`src/pkg/mbs_pkg.sv`:
```
// Constants and types for the multiphase buck sequencer.
// Assumes a single 100 MHz system clock; analog sensing arrives as
// comparator levels and a digitised program-pin current code.

package mbs_pkg;

	////////////////////////////////////////////////////////////////////////
	localparam int unsigned CLK_MHZ = 100;
	localparam int unsigned EN_DELAY_US = 2200;
	localparam int unsigned EN_DELAY_CYC = EN_DELAY_US * CLK_MHZ;
	localparam int unsigned DEADTIME_NS = 35;
	localparam int unsigned CLK_PERIOD_NS = 1000 / CLK_MHZ;
	localparam int unsigned DEADTIME_CYC =
		(DEADTIME_NS + CLK_PERIOD_NS - 1) / CLK_PERIOD_NS;

	// Reference in 6.25 mV units
	localparam int unsigned REF_W = 9;
	localparam logic [8:0] REF_BOOT = 9'h0B0;
	localparam logic [8:0] REF_OV_ABS = 9'h120;
	localparam logic [8:0] REF_OV_MARGIN = 9'h020;
	localparam logic [8:0] REF_ZERO = 9'h000;

	// Step delay: cycles per step = current code times scale, plus STEP_MIN plus one
	localparam int unsigned IPROG_W = 8;
	localparam int unsigned STEP_W = 20;
	localparam logic [19:0] STEP_SCALE = 20'h00020;
	localparam logic [19:0] STEP_MIN = 20'h00100;

	localparam int unsigned DT_W = 4;
	localparam logic [3:0] DT_LOAD = 4'(DEADTIME_CYC);

	typedef enum logic [1:0]
	{
		MBS_ARCH_CODE = 2'b00,
		MBS_ARCH_FIX7 = 2'b01,
		MBS_ARCH_FIX8 = 2'b10
	} mbs_arch_t;

	typedef enum logic [2:0]
	{
		MBS_ST_OFF = 3'b000,
		MBS_ST_DELAY = 3'b001,
		MBS_ST_RAMP = 3'b010,
		MBS_ST_RUN = 3'b011,
		MBS_ST_STOP = 3'b100,
		MBS_ST_HELD = 3'b101,
		MBS_ST_OVP = 3'b110
	} mbs_state_t;

endpackage : mbs_pkg

```
`src/logic/mbs_sequencer.sv`:
```
// Sequencing, protection and gate-state logic of a multiphase buck.
// Assumes analog comparators and an ADC outside supply levels; the core
// undervoltage comparator acts as the asynchronous reset.
`timescale 1ns/10ps

module mbs_sequencer #(
	parameter int unsigned P_FOUR_PHASE = 1,
	parameter int unsigned P_EN_DELAY_CYC = mbs_pkg::EN_DELAY_CYC
)
(
	input wire logic i_clk_sys,
	input wire logic i_arst_n,
	input wire logic i_enable,
	input wire logic i_driver_supply_ok,
	input wire logic i_third_phase_tied,
	input wire logic i_fourth_phase_tied,
	input wire logic [1:0] i_arch_sel,
	input wire logic [7:0] i_voltage_code_ref,
	input wire logic [7:0] i_prog_current,
	input wire logic i_out_above_margin,
	input wire logic i_out_above_abs,
	input wire logic i_thermal_hot,
	input wire logic i_thermal_cool,
	input wire logic i_temp_over_trip,
	input wire logic i_in_regulation,
	input wire logic [3:0] i_phase_pwm,
	input wire logic [1:0] i_switch_node_low,
	input wire logic [1:0] i_low_gate_below,
	output logic [3:0] o_phase_drive,
	output logic [1:0] o_phase_count_m2,
	output logic [1:0] o_high_side_gate,
	output logic [1:0] o_low_side_gate,
	output logic [8:0] o_reference_target,
	output logic o_softstart_drive_2v,
	output logic o_softstart_pull_vcc,
	output logic o_power_good_out,
	output logic o_overtemp_flag_oe
);

	////////////////////////////////////////////////////////////////////////
	// Reset release and input synchronisers
	logic [1:0] rst_sync_q;
	logic rst_n;
	always_ff @(posedge i_clk_sys or negedge i_arst_n)
	begin
		if (!i_arst_n)
			rst_sync_q <= 2'h0;
		else
			rst_sync_q <= {rst_sync_q[0], 1'h1};
	end
	assign rst_n = rst_sync_q[1];

	localparam int unsigned SW = 16;
	logic [SW-1:0] raw_in;
	logic [SW-1:0] s1_q;
	logic [SW-1:0] s2_q;
	assign raw_in = {i_enable, i_driver_supply_ok, i_out_above_margin,
		i_out_above_abs, i_thermal_hot, i_thermal_cool, i_temp_over_trip,
		i_in_regulation, i_switch_node_low, i_low_gate_below,
		i_third_phase_tied, i_fourth_phase_tied, i_arch_sel};
	// Two stages before anything reads the comparators
	always_ff @(posedge i_clk_sys or negedge rst_n)
	begin
		if (!rst_n)
		begin
			s1_q <= 16'h0000;
			s2_q <= 16'h0000;
		end
		else
		begin
			s1_q <= raw_in;
			s2_q <= s1_q;
		end
	end
	logic en_s, vl_ok_s, ov_mrg_s, ov_abs_s, th_hot_s, th_cool_s;
	logic trip_s, inreg_s, ph3_tied_s, ph4_tied_s;
	logic [1:0] lx_low_s, dl_low_s, arch_s;
	assign {en_s, vl_ok_s, ov_mrg_s, ov_abs_s, th_hot_s, th_cool_s, trip_s,
		inreg_s, lx_low_s, dl_low_s, ph3_tied_s, ph4_tied_s, arch_s} = s2_q;

	////////////////////////////////////////////////////////////////////////
	// Straps caught once after reset release
	logic strap_done_q;
	logic [1:0] strap_wait_q;
	logic [1:0] nph_m2_q;
	mbs_pkg::mbs_arch_t arch_q;
	// Synchroniser is cleared by the same reset; wait until it holds pins
	always_ff @(posedge i_clk_sys or negedge rst_n)
	begin
		if (!rst_n)
		begin
			strap_done_q <= 1'h0;
			strap_wait_q <= 2'h0;
			nph_m2_q <= 2'h0;
			arch_q <= mbs_pkg::MBS_ARCH_CODE;
		end
		else if (!strap_done_q && strap_wait_q != 2'h2)
			strap_wait_q <= strap_wait_q + 2'h1;
		else if (!strap_done_q)
		begin
			strap_done_q <= 1'h1;
			if (arch_s == 2'h1)
				arch_q <= mbs_pkg::MBS_ARCH_FIX7;
			else if (arch_s == 2'h2)
				arch_q <= mbs_pkg::MBS_ARCH_FIX8;
			else
				arch_q <= mbs_pkg::MBS_ARCH_CODE;
			if (P_FOUR_PHASE == 0)
				nph_m2_q <= ph3_tied_s ? 2'h0 : 2'h1;
			else if (ph4_tied_s && ph3_tied_s)
				nph_m2_q <= 2'h0;
			else if (ph4_tied_s)
				nph_m2_q <= 2'h1;
			else
				nph_m2_q <= 2'h2;
		end
	end

	////////////////////////////////////////////////////////////////////////
	// Thermal shutdown with hysteresis: trip hot, clear once cooled
	logic tshdn_q;
	always_ff @(posedge i_clk_sys or negedge rst_n)
	begin
		if (!rst_n)
			tshdn_q <= 1'h0;
		else if (th_hot_s)
			tshdn_q <= 1'h1;
		else if (th_cool_s)
			tshdn_q <= 1'h0;
	end

	////////////////////////////////////////////////////////////////////////
	// Overvoltage latch; only the core-supply reset clears it
	logic ovp_q;
	logic ov_hit;
	logic fixed_boot;
	mbs_pkg::mbs_state_t st_q;
	assign fixed_boot = (arch_q != mbs_pkg::MBS_ARCH_CODE);
	assign ov_hit = fixed_boot ? ov_mrg_s : ov_abs_s;
	always_ff @(posedge i_clk_sys or negedge rst_n)
	begin
		if (!rst_n)
			ovp_q <= 1'h0;
		else if (ov_hit && st_q != mbs_pkg::MBS_ST_OFF)
			ovp_q <= 1'h1;
	end

	////////////////////////////////////////////////////////////////////////
	// Step timer: reload scales with program current
	function automatic logic [19:0] step_len(input logic [7:0] cur);
		logic [19:0] v;
		v = 20'({cur, 5'h00}) + mbs_pkg::STEP_MIN;
		return v;
	endfunction : step_len

	logic [19:0] step_cnt_q;
	logic step_tick;
	logic stepping;
	assign stepping = (st_q == mbs_pkg::MBS_ST_RAMP) ||
		(st_q == mbs_pkg::MBS_ST_STOP);
	assign step_tick = stepping && (step_cnt_q == 20'h00000);
	// Larger resistor draws less current; the ADC code is pre-inverted
	always_ff @(posedge i_clk_sys or negedge rst_n)
	begin
		if (!rst_n)
			step_cnt_q <= 20'h00000;
		else if (!stepping || step_tick)
			step_cnt_q <= step_len(i_prog_current);
		else
			step_cnt_q <= step_cnt_q - 20'h00001;
	end

	////////////////////////////////////////////////////////////////////////
	// Sequencer
	logic [31:0] dly_q;
	logic [8:0] ref_q;
	logic [8:0] target;
	// Code-boot ramps to the live code; scaling of time comes for free
	assign target = fixed_boot ? mbs_pkg::REF_BOOT :
		{1'h0, i_voltage_code_ref};
	always_ff @(posedge i_clk_sys or negedge rst_n)
	begin
		if (!rst_n)
		begin
			st_q <= mbs_pkg::MBS_ST_OFF;
			dly_q <= 32'h00000000;
			ref_q <= mbs_pkg::REF_ZERO;
		end
		else if (ovp_q)
		begin
			st_q <= mbs_pkg::MBS_ST_OVP;
			ref_q <= mbs_pkg::REF_ZERO;
		end
		else
		begin
			unique case (st_q)
				mbs_pkg::MBS_ST_OFF:
				begin
					if (en_s && strap_done_q)
					begin
						st_q <= mbs_pkg::MBS_ST_DELAY;
						dly_q <= 32'h00000000;
					end
				end
				mbs_pkg::MBS_ST_DELAY:
				begin
					if (!en_s)
						st_q <= mbs_pkg::MBS_ST_OFF;
					else if (dly_q == 32'(P_EN_DELAY_CYC - 1))
						st_q <= mbs_pkg::MBS_ST_RAMP;
					else
						dly_q <= dly_q + 32'h00000001;
				end
				mbs_pkg::MBS_ST_RAMP:
				begin
					if (!en_s)
						st_q <= mbs_pkg::MBS_ST_STOP;
					else if (ref_q >= target)
						st_q <= mbs_pkg::MBS_ST_RUN;
					else if (step_tick)
						ref_q <= ref_q + 9'h001;
				end
				mbs_pkg::MBS_ST_RUN:
				begin
					if (!en_s)
						st_q <= mbs_pkg::MBS_ST_STOP;
					else
						ref_q <= {1'h0, i_voltage_code_ref};
				end
				mbs_pkg::MBS_ST_STOP:
				begin
					if (ref_q == mbs_pkg::REF_ZERO)
						st_q <= mbs_pkg::MBS_ST_HELD;
					else if (step_tick)
						ref_q <= ref_q - 9'h001;
				end
				mbs_pkg::MBS_ST_HELD:
				begin
					if (en_s)
					begin
						st_q <= mbs_pkg::MBS_ST_DELAY;
						dly_q <= 32'h00000000;
					end
				end
				mbs_pkg::MBS_ST_OVP:
					st_q <= mbs_pkg::MBS_ST_OVP;
				default:
					st_q <= mbs_pkg::MBS_ST_OFF;
			endcase
		end
	end

	////////////////////////////////////////////////////////////////////////
	// Phase drive gating
	logic switching;
	logic [3:0] act_mask;
	assign switching = !ovp_q && !tshdn_q && (st_q == mbs_pkg::MBS_ST_RAMP ||
		st_q == mbs_pkg::MBS_ST_RUN || st_q == mbs_pkg::MBS_ST_STOP);
	assign act_mask = (nph_m2_q == 2'h0) ? 4'h3 :
		(nph_m2_q == 2'h1) ? 4'h7 : 4'hF;
	always_ff @(posedge i_clk_sys or negedge rst_n)
	begin
		if (!rst_n)
			o_phase_drive <= 4'h0;
		else if (!switching)
			o_phase_drive <= 4'h0;
		else
			o_phase_drive <= i_phase_pwm & act_mask;
	end

	////////////////////////////////////////////////////////////////////////
	// Integrated gate drivers with adaptive dead time
	logic [3:0] dt_cnt_q [2];
	genvar g;
	for (g = 0; g < 2; g++)
	begin : g_drv
		always_ff @(posedge i_clk_sys or negedge rst_n)
		begin
			if (!rst_n)
			begin
				o_high_side_gate[g] <= 1'h0;
				o_low_side_gate[g] <= 1'h0;
				dt_cnt_q[g] <= 4'h0;
			end
			else if (!vl_ok_s || tshdn_q)
			begin
				o_high_side_gate[g] <= 1'h0;
				o_low_side_gate[g] <= 1'h0;
				dt_cnt_q[g] <= 4'h0;
			end
			else if (ovp_q || !switching)
			begin
				// Low-side on keeps output from rising or discharges it
				o_high_side_gate[g] <= 1'h0;
				o_low_side_gate[g] <= 1'h1;
				dt_cnt_q[g] <= mbs_pkg::DT_LOAD;
			end
			else if (i_phase_pwm[g])
			begin
				o_low_side_gate[g] <= 1'h0;
				if (!dl_low_s[g])
					dt_cnt_q[g] <= mbs_pkg::DT_LOAD;
				else if (dt_cnt_q[g] != 4'h0)
					dt_cnt_q[g] <= dt_cnt_q[g] - 4'h1;
				else if (!o_low_side_gate[g])
					o_high_side_gate[g] <= 1'h1;
			end
			else
			begin
				o_high_side_gate[g] <= 1'h0;
				dt_cnt_q[g] <= mbs_pkg::DT_LOAD;
				if (lx_low_s[g] && !o_high_side_gate[g])
					o_low_side_gate[g] <= 1'h1;
			end
		end
	end

	////////////////////////////////////////////////////////////////////////
	// Status outputs
	always_ff @(posedge i_clk_sys or negedge rst_n)
	begin
		if (!rst_n)
		begin
			o_reference_target <= mbs_pkg::REF_ZERO;
			o_softstart_drive_2v <= 1'h0;
			o_softstart_pull_vcc <= 1'h0;
			o_power_good_out <= 1'h0;
			o_overtemp_flag_oe <= 1'h0;
			o_phase_count_m2 <= 2'h0;
		end
		else
		begin
			o_reference_target <= ref_q;
			o_softstart_drive_2v <= en_s && !ovp_q;
			o_softstart_pull_vcc <= ovp_q;
			o_power_good_out <= (st_q == mbs_pkg::MBS_ST_RUN) && inreg_s &&
				!tshdn_q;
			// Open drain: pin pulled low until past the trip point
			o_overtemp_flag_oe <= !trip_s;
			o_phase_count_m2 <= nph_m2_q;
		end
	end

endmodule : mbs_sequencer

```
`config.mk`:
```
export PLATFORM = sky130hd
export DESIGN_NAME = mbs_sequencer
export DESIGN_NICKNAME = d
export VERILOG_FILES = /design/src/pkg/mbs_pkg.sv /design/src/logic/mbs_sequencer.sv
export SDC_FILE = /design/constraint.sdc
export NUM_CORES = 1
export LEC_CHECK = 0
export BUFFER_PORTS_ARGS = -buffer_cell sky130_fd_sc_hd__buf_2
export CORE_ASPECT_RATIO = 2
export CORE_MARGIN = 5
export CORE_UTILIZATION = 45
export CTS_BUF_LIST = sky130_fd_sc_hd__clkbuf_4
export DETAILED_ROUTE_END_ITERATION = 12
export SLEW_MARGIN = 25
export SYNTH_ARGS = -nofsm -noshare
export SYNTH_HDL_FRONTEND = slang
export SYNTH_SLANG_ARGS = --single-unit
export TNS_END_PERCENT = 100
```
`constraint.sdc`:
```
create_clock -name i_clk_sys -period 4.9 [get_ports i_clk_sys]
set_input_delay 0.245 -clock i_clk_sys [delete_from_list [all_inputs] [get_ports i_clk_sys]]
set_output_delay 0.245 -clock i_clk_sys [all_outputs]
set_load 0.01 [all_outputs]
```
==> results of run 1 <==
## final timing paths
check	startpoint	end	slack, ps	depth (start not counted)
setup / recovery	st_q[0]	ref_q[7]	1480	9
min in group asynchronous	rst_sync_q[1]	s2_q[13]	300	0
hold reg to reg	rst_sync_q[1]	s2_q[13]	300	0
hold / removal	i_voltage_code_ref[0]	ref_q[0]	50	3
setup reg to reg	st_q[0]	ref_q[7]	1480	9
max in group asynchronous	rst_sync_q[1]	o_high_side_gate[1]	3490	1
## registers in the layout (all words and copies together) (netlist names), 4 cells and up
signal	cells
dly_q	32
step_cnt_q	20
s1_q	16
s2_q	16
o_reference_target	9
ref_q	9
dt_cnt_q	8
o_phase_drive	4
## cell usage after synthesis, drive strengths merged, types with 2 or more instances
cell type,n
dfrtp,138
nor2,72
nand2,53
xnor2,41
o21ai,27
a21oi,26
nor3,24
nor4,24
ha,22
inv,21
nand3,21
clkbuf,16
xor2,14
nand2b,10
a211oi,7
and4,7
nand4,7
nor2b,7
a31oi,6
and2,6
and3,6
a311oi,5
a21o,4
nand3b,4
nor4b,4
or4,4
nor3b,3
o21a,3
o31ai,3
or2,3
or3,3
a21boi,2
a2bb2oi,2
buf,2
o211ai,2
o21bai,2
o32ai,2
## cell type report
cell class                 count  area share, %
sequential                   138          45.32
multi-input combinational    446          37.14
timing repair buffer         102          9.252
tap                          189          3.100
clock inverter                15          2.444
clock buffer                  17          1.673
inverter                      21          1.033
antenna                        1        0.03281
## per-layer routing
| layer | up-vias | share of wire (%) |
|---|---|---|
| li1 | 2409 | - |
| met1 | 2492 | 37 |
| met2 | 121 | 57 |
| met3 | 30 | 3.2 |
| met4 | 0 | 2.9 |
| met5 | - | 0 |
## power by group
| part | internal (µW) | leakage, µW | switching, µW |
|---|---|---|---|
| Sequential | 1160 | 0.00178 | 23.3 |
| Clock | 251 | 0.000169 | 535 |
| Combinational | 53.5 | 0.00147 | 53.1 |
## logic make-up after synthesis
logic type	share of synthesized area (%)
fa+ha+maj	4.594
compound gates	10.41
flops	53.73
buf+inv	2.453
other cells	0.05834
simple gates	21.08
mux	0.1752
xor+xnor	7.495
## tightest hold or removal path: stages
cell and delay, ps:
buf_2 100, o21ai_0 170, a211oi_1 70
## stage by stage
stage          instance area [µm²]  setup WS (ps)
6_report                      7627           1482
5_1_grt                       7627           1245
4_1_cts                       7625           1540
3_5_place_dp                  6950           1587
3_3_place_gp                  6944           1727
2_1_floorplan                 6427          770.4
==> results.md, run 1 <==
* CTS-repair resized insts at 0
* Die Span X at about 95 µm
* I/O Pins at between 60 and 70
* Total Power at ~2100 µW
* Most frequent cells in the layout: 137 x dfrtp_1, 72 x nor2_1, 60 x buf_2
* Antenna Nets Post-Route at 0
* WHS at about 48 ps
* EDFF count, synth at 0
* Fmax at just under 300 MHz
* Worst Hold Class: input port to flop
* Inst Count DP at 860
* Yosys top cell area share at around 54%
* Multi-input logic area at around 2800 µm²
* Die area at around 17000 µm²
* Post-detailed-route DRC marker count at 0
* Largest delay contributor family on the critical path: compound AO/OA/AOI/OAI gates
* Async S/R FF share, synth at 100.0%
* Die Span Y at roughly 180 µm
* Rel. slew slack at 39.13%
* Iter 0 DRT Violations at 181
* Leakage at 0.003425 µW
* Main flop type after synthesis: dfrtp_1
* Final Cycle Share at a little over two thirds
* M3 GR Usage at about 3.7%
* Site row count at 61
* Post-DR vias/cell at between 5 and 6
* CTS tree: done
* Antenna violations before repair at 1
* CTS clk-pin slew, worst paths at around 160 ps
* Port bufs at 60
* GR Layer Usage met1 at 20.02%
* Post-route non-filler standard cell count at a little over 900
* CTS Buf Count at 17
* Worst-skew pair later-pin latency at about 560 ps
* PD cells at 272.5 nW/µm²
* Grt peak-use layer: met2
* Slowest-stage cell, CP: or3b_2
* Max Cap Viol at 0
* Final Hold Viols at 0
* Slowest Stage Delay on Critical Path at between 600 and 700 ps
* Grt total ovfl at 0
* Sequential element share of the synthesized area at 53.73%
* Post-route setup TNS at 0 ps
* CP max FO at 15
* Element type at the critical path end: flop
* Least-Margin Pin Slew at 904.8 ps
* Yosys cell types at 63
* Overall Global Routing Usage at around a fifth
* Met2 usage in global routing at between 30 and 40%
* Clock skew at just under 20 ps
* Post-CTS Setup Bufs at 0
* Area leader, netlist: dfrtp_1
* Syn Inst Count at between 600 and 700
* First-pass GRT wire length at about 25000 µm
* WL per Instance at between 15 and 20 µm
* Vias in the first global route at approximately 5.3k
* CTS root buffer: clkbuf_4
* Crit path required time at between 5000 and 6000 ps
* Post-Syn Area at ~6400 µm²
* Synth warn at 0
* WL final at between 10000 and 15000 µm
* Setup crit start kind: flop
* Clock sink count at about 140
* Top post-synthesis cells by area: dfrtp_1 54%, xnor2_1 5.6%, ha_1 4.3%, nor2_1 4.2%, nand2_1 3.1%
* Critical Path, Cell by Cell: or3b_2 -> inv_1 -> ha_1 -> a211oi_1 -> o21bai_1 -> a2111oi_0 -> or4_1 -> nand3_1 -> a311oi_1
* Core area at ~14000 µm²
* H-tree depth at 4
* Final Critical Period at 3418 ps
* Syn_nets at 684
* Final setup violation count at 0
* Peak supply drop at approximately 0.16 mV
* Largest net degree at the start of global routing at 58
* Synth Register Bits at 138
* Register area at ~3500 µm²
* Utilization after layout at between 50% and 60%
* WP buf/inv at 1
* Pins Over Slew Limit at 0
* Routed vias at between 5k and 6k
* Initial Util at 46.02%
* Nets at between 700 and 800
* First-pass detailed-route iteration total at 5
* Hold buffer count at CTS at 36
* Fill cells at between 1k and 1.5k
* Most common cell after layout, fill and taps aside: dfrtp_1
* CP Data Arrival Time at roughly 3900 ps
* Hpwl dp at between 10000 and 15000 µm
* Status: complete, no violations
* Worst setup path class: flop to flop
* Unrepaired setup endpoints after global routing: false
* Synthesis-to-finish area growth at 18.67%
* Avg Inst Size Synth at just over 10 µm²
* Clk buf depth at 2
* Layout cells sized above 1 at 15.70%
* Final RePlAce weighted congestion at between 0.8 and 0.9
Note: power is estimated with default switching activity, not from simulation.
==> run 2, diff against run 1 <==
--- a/config.mk
+++ b/config.mk
@@ -11,6 +11,7 @@
 export CORE_UTILIZATION = 45
 export CTS_BUF_LIST = sky130_fd_sc_hd__clkbuf_4
 export DETAILED_ROUTE_END_ITERATION = 12
+export PLACE_DENSITY = 0.66
 export SLEW_MARGIN = 25
 export SYNTH_ARGS = -nofsm -noshare
 export SYNTH_HDL_FRONTEND = slang
==> constraint.sdc (replaced) <==
create_clock -name i_clk_sys -period 2.8 [get_ports i_clk_sys]
set_input_delay 0.14 -clock i_clk_sys [delete_from_list [all_inputs] [get_ports i_clk_sys]]
set_output_delay 0.14 -clock i_clk_sys [all_outputs]
set_load 0.01 [all_outputs]
==> results.md, run 2 (synthesized netlist as in run 1, its figures left out) <==
* Final RePlAce weighted congestion at 0.9105 (+2.5%)
* Most common cell after layout, fill and taps aside: dfrtp_1
* Core area at 13970 µm² (unchanged)
* Final Critical Period at 2700 ps (-718.8 ps)
* Hpwl dp at 10800 µm (+0.97%)
* Gate power share at 5.4% (+0.3 points)
* Initial Util at 46.02% (unchanged)
* Least-Margin Pin Slew at 741.6 ps (-163.2 ps)
* Worst setup path class: flop to flop
* Most frequent cells in the layout: 137 x dfrtp_1, 71 x nor2_1, 60 x buf_2
* Pins Over Slew Limit at 0 (unchanged)
* Finished Cell Area at 7806 µm² (+2.3%)
* Final setup violation count at 0 (unchanged)
* Setup crit start kind: flop
* Nets at 811 (+3.0%)
* CP Data Arrival Time at 3120 ps (-760 ps)
* Switch Pwr at 876.2 µW (+43%)
* First-pass detailed-route iteration total at 5 (unchanged)
* CTS root buffer: clkbuf_4
* Clk pwr share at 36.1% (-1.7 points)
* Clk buf depth at 2 (unchanged)
* Worst-skew pair later-pin latency at 520 ps (-40 ps)
* Status: complete, no violations
* Synthesis-to-finish area growth at 21.45%
* Die Span Y at 179.0 µm (unchanged)
* Switch share at 24.63% (-4.8 points)
* Overall Global Routing Usage at 19.07% (+0.025 points)
* Port bufs at 60 (unchanged)
* Flop pwr share at 58.4% (+1.3 points)
* PD cells at 455.8 nW/µm² (+67%)
* Antenna Nets Post-Route at 0 (unchanged)
* Worst Hold Class: input port to flop
* Element type at the critical path end: flop
* Die Span X at 94.51 µm (unchanged)
* CTS Buf Count at 17 (unchanged)
* Peak supply drop at 0.3890 mV (+140%)
* First-pass GRT wire length at 25280 µm (+0.83%)
* Max Cap Viol at 0 (unchanged)
* Largest net degree at the start of global routing at 56 (-3.4%)
* Post-detailed-route DRC marker count at 0 (unchanged)
* Post-DP Area at 7103 µm² (+2.2%)
* Vias in the first global route at 5549 (+5.1%)
* Layout cells sized above 1 at 18.87% (+3.2 points)
* Grt total ovfl at 0 (unchanged)
* CP max FO at 5 (-10)
* Rel. slew slack at 50.56% (+11 points)
* Largest registers: dly_q (32), step_cnt_q (20)
* Leakage at 0.003526 µW (+2.9%)
* Clock sink count at 138 (unchanged)
* Final Hold Viols at 0 (unchanged)
* H-tree depth at 4 (unchanged)
* Clock skew at 18.38 ps (-1.130 ps)
* WL per Instance at 15.45 µm (-3.6%)
* Iter 0 DRT Violations at 199 (+9.9%)
* Crit path required time at 3220 ps (-2140 ps)
* I/O Pins at 61 (unchanged)
* Site row count at 61 (unchanged)
* Antenna violations before repair at 1 (unchanged)
* Post-DR vias/cell at 5.385 (-0.97%)
* Largest register by flop count: dly_q
* Final Cycle Share at 96.41% (+27 points)
* Total Power at 3558 µW (+71%)
* Die area at 16920 µm² (unchanged)
* CTS tree: done
* Routed vias at 5132 (+1.6%)
* WL final at 14720 µm (-1.1%)
* Fmax at 370.4 MHz (+27%)
* CTS clk-pin slew, worst paths at 120 ps (-40 ps)
* Max FFs per register at 32 (unchanged)
* Pint at 2682 µW (+83%)
run 2: power by group through the flow:
| stage | registers (µW) | clock network, µW | logic (µW) |
|---|---|---|---|
| after CTS | 2080 | 1340 | 196 |
| after floorplan | 2120 | 0 | 67.1 |
| after global routing | 2090 | 1420 | 220 |
| final | 2080 | 1290 | 194 |
| after detailed placement | 2120 | 0 | 155 |
| after global placement | 2120 | 0 | 149 |
run 2: critical path, stage by stage, from the launching register on:
cell	delay, ps
dfrtp_1	390
or3b_2	490
buf_4	180
fa_2	350
nor2b_2	140
o2111ai_1	140
and2_1	190
o311a_1	330
and2_1	150
o32ai_1	260
run 2: per-layer routing:
layer	share of wire, %	wire length, µm	track usage, %
met1	36	5346	19.08
met2	56	8293	36.03
met3	3.3	483	3.780
met4	4.1	601	10.12
met5	0	0	0
run 2: repair_timing:
action | in CTS | in global routing
buffers inserted | 0 | 1
setup endpoints to repair | 0 | 2
hold buffers | 38 | 0
hold endpoints to repair | 45 | 0
resized for setup | 0 | 8
run 2: worst paths after layout:
kind,end,cells past startpoint,slack (ps),from
setup reg to reg,ref_q[8],9,100,st_q[0]
hold reg to reg,s2_q[14],0,360,s1_q[14]
setup / recovery,ref_q[8],9,100,st_q[0]
min in group asynchronous,o_reference_target[0],0,400,rst_sync_q[1]
hold / removal,s1_q[13],2,250,i_out_above_margin
max in group asynchronous,o_phase_count_m2[1],1,1600,rst_sync_q[1]
run 2: through the flow:
stage / instances / hold WS (ps) / util, % / setup slack [ps] / setup TNS (ps)
floorplan: 623 / -155.6 / - / 19.67 / 0
global placement: 881 / -73.88 / 50.86 / 120.4 / 0
detailed placement: 881 / -72.41 / 50.86 / 14.63 / 0
CTS: 951 / 186.7 / 55.60 / 3.009 / 0
global route: 953 / 194.7 / 55.89 / -13.64 / -13.64
finish: 953 / 252.6 / 55.89 / 100.4 / 0
run 2: final cells by class:
cell class              instances  area, µm²
multi-input cells             446       2858
well taps                     189      236.5
repair buffers                126      890.9
inverters                      21      78.83
clock buffers                  18      135.1
fillers                      1223       6161
flip-flops and latches        138       3457
clock inverters                14      147.6
diodes                          1      2.502
==> run 3, diff against run 2 <==
--- a/config.mk
+++ b/config.mk
@@ -11,7 +11,6 @@
 export CORE_UTILIZATION = 45
 export CTS_BUF_LIST = sky130_fd_sc_hd__clkbuf_4
 export DETAILED_ROUTE_END_ITERATION = 12
-export PLACE_DENSITY = 0.66
 export SLEW_MARGIN = 25
 export SYNTH_ARGS = -nofsm -noshare
 export SYNTH_HDL_FRONTEND = slang
==> constraint.sdc (replaced) <==
create_clock -name i_clk_sys -period 2.65 [get_ports i_clk_sys]
set_input_delay 0.1325 -clock i_clk_sys [delete_from_list [all_inputs] [get_ports i_clk_sys]]
set_output_delay 0.1325 -clock i_clk_sys [all_outputs]
set_load 0.01 [all_outputs]
==> results.md, run 3 (synthesized netlist as in run 1, its figures left out) <==
* Most common cell after layout, fill and taps aside: dfrtp_1
* Die Span Y at 179.0 µm (unchanged)
* CTS Buf Count at 17 (unchanged)
* Critical Path, Cell by Cell: or3b_4 -> inv_4 -> ha_1 -> buf_4 -> nor2b_2 -> o2111ai_2 -> and2_4 -> a222oi_1 -> buf_4 -> and2_1 -> o32ai_1
* PD cells at 504.9 nW/µm² (+11%)
* Final RePlAce weighted congestion at 0.9257 (+1.7%)
* Fmax at 384.5 MHz (+3.8%)
* WL per Instance at 15.75 µm (+2.0%)
* Die area at 16920 µm² (unchanged)
* Peak supply drop at 0.5482 mV (+41%)
* Core area at 13970 µm² (unchanged)
* Post-route setup TNS at 0 ps (unchanged)
* H-tree depth at 4 (unchanged)
* Fill cells at 1231 (+0.65%)
* Layout cells sized above 1 at 20.08% (+1.2 points)
* Initial Util at 46.02% (unchanged)
* Synthesis-to-finish area growth at 23.98%
* Post-DR vias/cell at 5.381 (about the same)
* Rel. slew slack at 46.29% (-4.3 points)
* Nets at 815 (+0.49%)
* Worst setup path class: flop to flop
* Status: complete, no violations
* Hpwl dp at 10820 µm (+0.23%)
* CTS tree: done
* Grt peak-use layer: met2
* CTS root buffer: clkbuf_4
* I/O Pins at 61 (unchanged)
* WL final at 15080 µm (+2.4%)
* Slowest-stage cell, CP: or3b_4
* Clock sink count at 138 (unchanged)
* Largest net degree at the start of global routing at 52 (-7.1%)
* Register area at 3457 µm² (unchanged)
* First-pass detailed-route iteration total at 6 (+1)
* Pins Over Slew Limit at 0 (unchanged)
* Largest registers: dly_q (32), step_cnt_q (20)
* CP max FO at 4 (-1)
* Antenna Nets Post-Route at 0 (unchanged)
* Final worst setup slack at 49.03 ps (-51.35 ps)
* Crit path required time at 3070 ps (-150 ps)
* Max FFs per register at 32 (unchanged)
* Reg2reg start: st_q[1]
* CP startpoint: st_q[1]
* Site row count at 61 (unchanged)
* Clk buf depth at 2 (unchanged)
* Antenna violations before repair at 1 (unchanged)
* M3 GR Usage at 3.318% (-0.46 points)
* Final Cycle Share at 98.15% (+1.7 points)
* Total Power at 4024 µW (+13%)
* Largest register by flop count: dly_q
* GR Layer Usage met1 at 19.55% (+0.47 points)
* WP buf/inv at 3 (+2)
* Beginning of the worst hold path: i_thermal_hot
* Least-Margin Pin Slew at 802.1 ps (+60.51 ps)
* Utilization after layout at 57.05% (+1.2 points)
* Leakage at 0.003592 µW (+1.9%)
* CP Data Arrival Time at 3020 ps (-100 ps)
* Max Cap Viol at 0 (unchanged)
* WHS at 227.3 ps (-25.23 ps)
* Slowest Stage Delay on Critical Path at 440 ps (-50 ps)
* Multi-input logic area at 2910 µm² (+1.8%)
* Worst-skew pair later-pin latency at 530 ps (about the same)
* Die Span X at 94.51 µm (unchanged)
* Iter 0 DRT Violations at 269 (+35%)
* Pre-CTS WS at -34.55 ps (-49.19 ps)
* Port bufs at 60 (unchanged)
* Largest delay contributor family on the critical path: simple AND/OR/NAND/NOR gates
* Vias in the first global route at 5513 (-0.65%)
* Element type at the critical path end: flop
* Most frequent cells in the layout: 137 x dfrtp_1, 71 x nor2_1, 60 x buf_2
* CP dominant cell by count: buf_4
* Clock skew at 26.98 ps (+8.603 ps)
* First-pass GRT wire length at 25310 µm (+0.11%)
* Setup crit start kind: flop
* CTS clk-pin slew, worst paths at 150 ps (+30 ps)
* Met2 usage in global routing at 36.09% (+0.059 points)
* Grt total ovfl at 0 (unchanged)
* Final Hold Viols at 0 (unchanged)
* Overall Global Routing Usage at 19.03% (-0.045 points)
* Final Critical Period at 2601 ps (-98.65 ps)
* Routed vias at 5150 (+0.35%)
* Worst Hold Class: input port to flop
* Post-detailed-route DRC marker count at 0 (unchanged)
* Final setup violation count at 0 (unchanged)
[run 3: cell types whose count changed in the layout (fill, tap and decap cells not counted), moves of 2 or more]
| cell | before | now |
|---|---|---|
| clkinvlp_4 | 2 | 0 |
| clkinv_1 | 2 | 0 |
| inv_6 | 2 | 5 |
| clkinv_8 | 0 | 2 |
| buf_4 | 28 | 31 |
| inv_8 | 1 | 4 |
| clkinv_2 | 2 | 0 |
| ha_4 | 0 | 2 |
| clkinv_4 | 3 | 1 |
[run 3: final timing paths]
path,slack (ps),cells after the start,to
setup / recovery,50,11,ref_q[8]
hold / removal,230,2,s1_q[11]
setup reg to reg,50,11,ref_q[8]
hold reg to reg,320,0,dly_q[11]
max in group asynchronous,1480,1,dt_cnt_q[5]
min in group asynchronous,320,0,dly_q[11]
[run 3: report_power, final]
| group | switching [µW] | internal, µW |
|---|---|---|
| sequential | 44.5 | 2150 |
| combinational | 96.5 | 111 |
| clock | 910 | 712 |
| total | 1050 | 2970 |
[run 3: cell type report]
class / instances / share of cell area, %
flip-flops and latches: 138 / 43.38
multi-input cells: 446 / 36.52
repair buffers: 130 / 11.71
well taps: 189 / 2.968
clock inverters: 15 / 2.763
clock buffers: 17 / 1.602
inverters: 21 / 1.021
diodes: 1 / 0.03140
[run 3: metrics by stage]
stage / cells / cell area (µm²)
after floorplan: 623 / 6444
after detailed placement: 883 / 7143
after global placement: 883 / 7143
final: 957 / 7969
after CTS: 953 / 7874
after global routing: 957 / 7969
[run 3: timing repair]
action	in CTS	in global routing
hold buffers	38	0
endpoints found under the setup margin	2	10
hold endpoints to repair	45	0
gates resized for setup	1	15
pin swaps	1	3
setup buffers	0	3
[run 3: metal layers]
layer	routed length, µm	share of wire [%]
met1	5678	38
met4	536	3.6
met3	422	2.8
met5	0	0
met2	8440	56
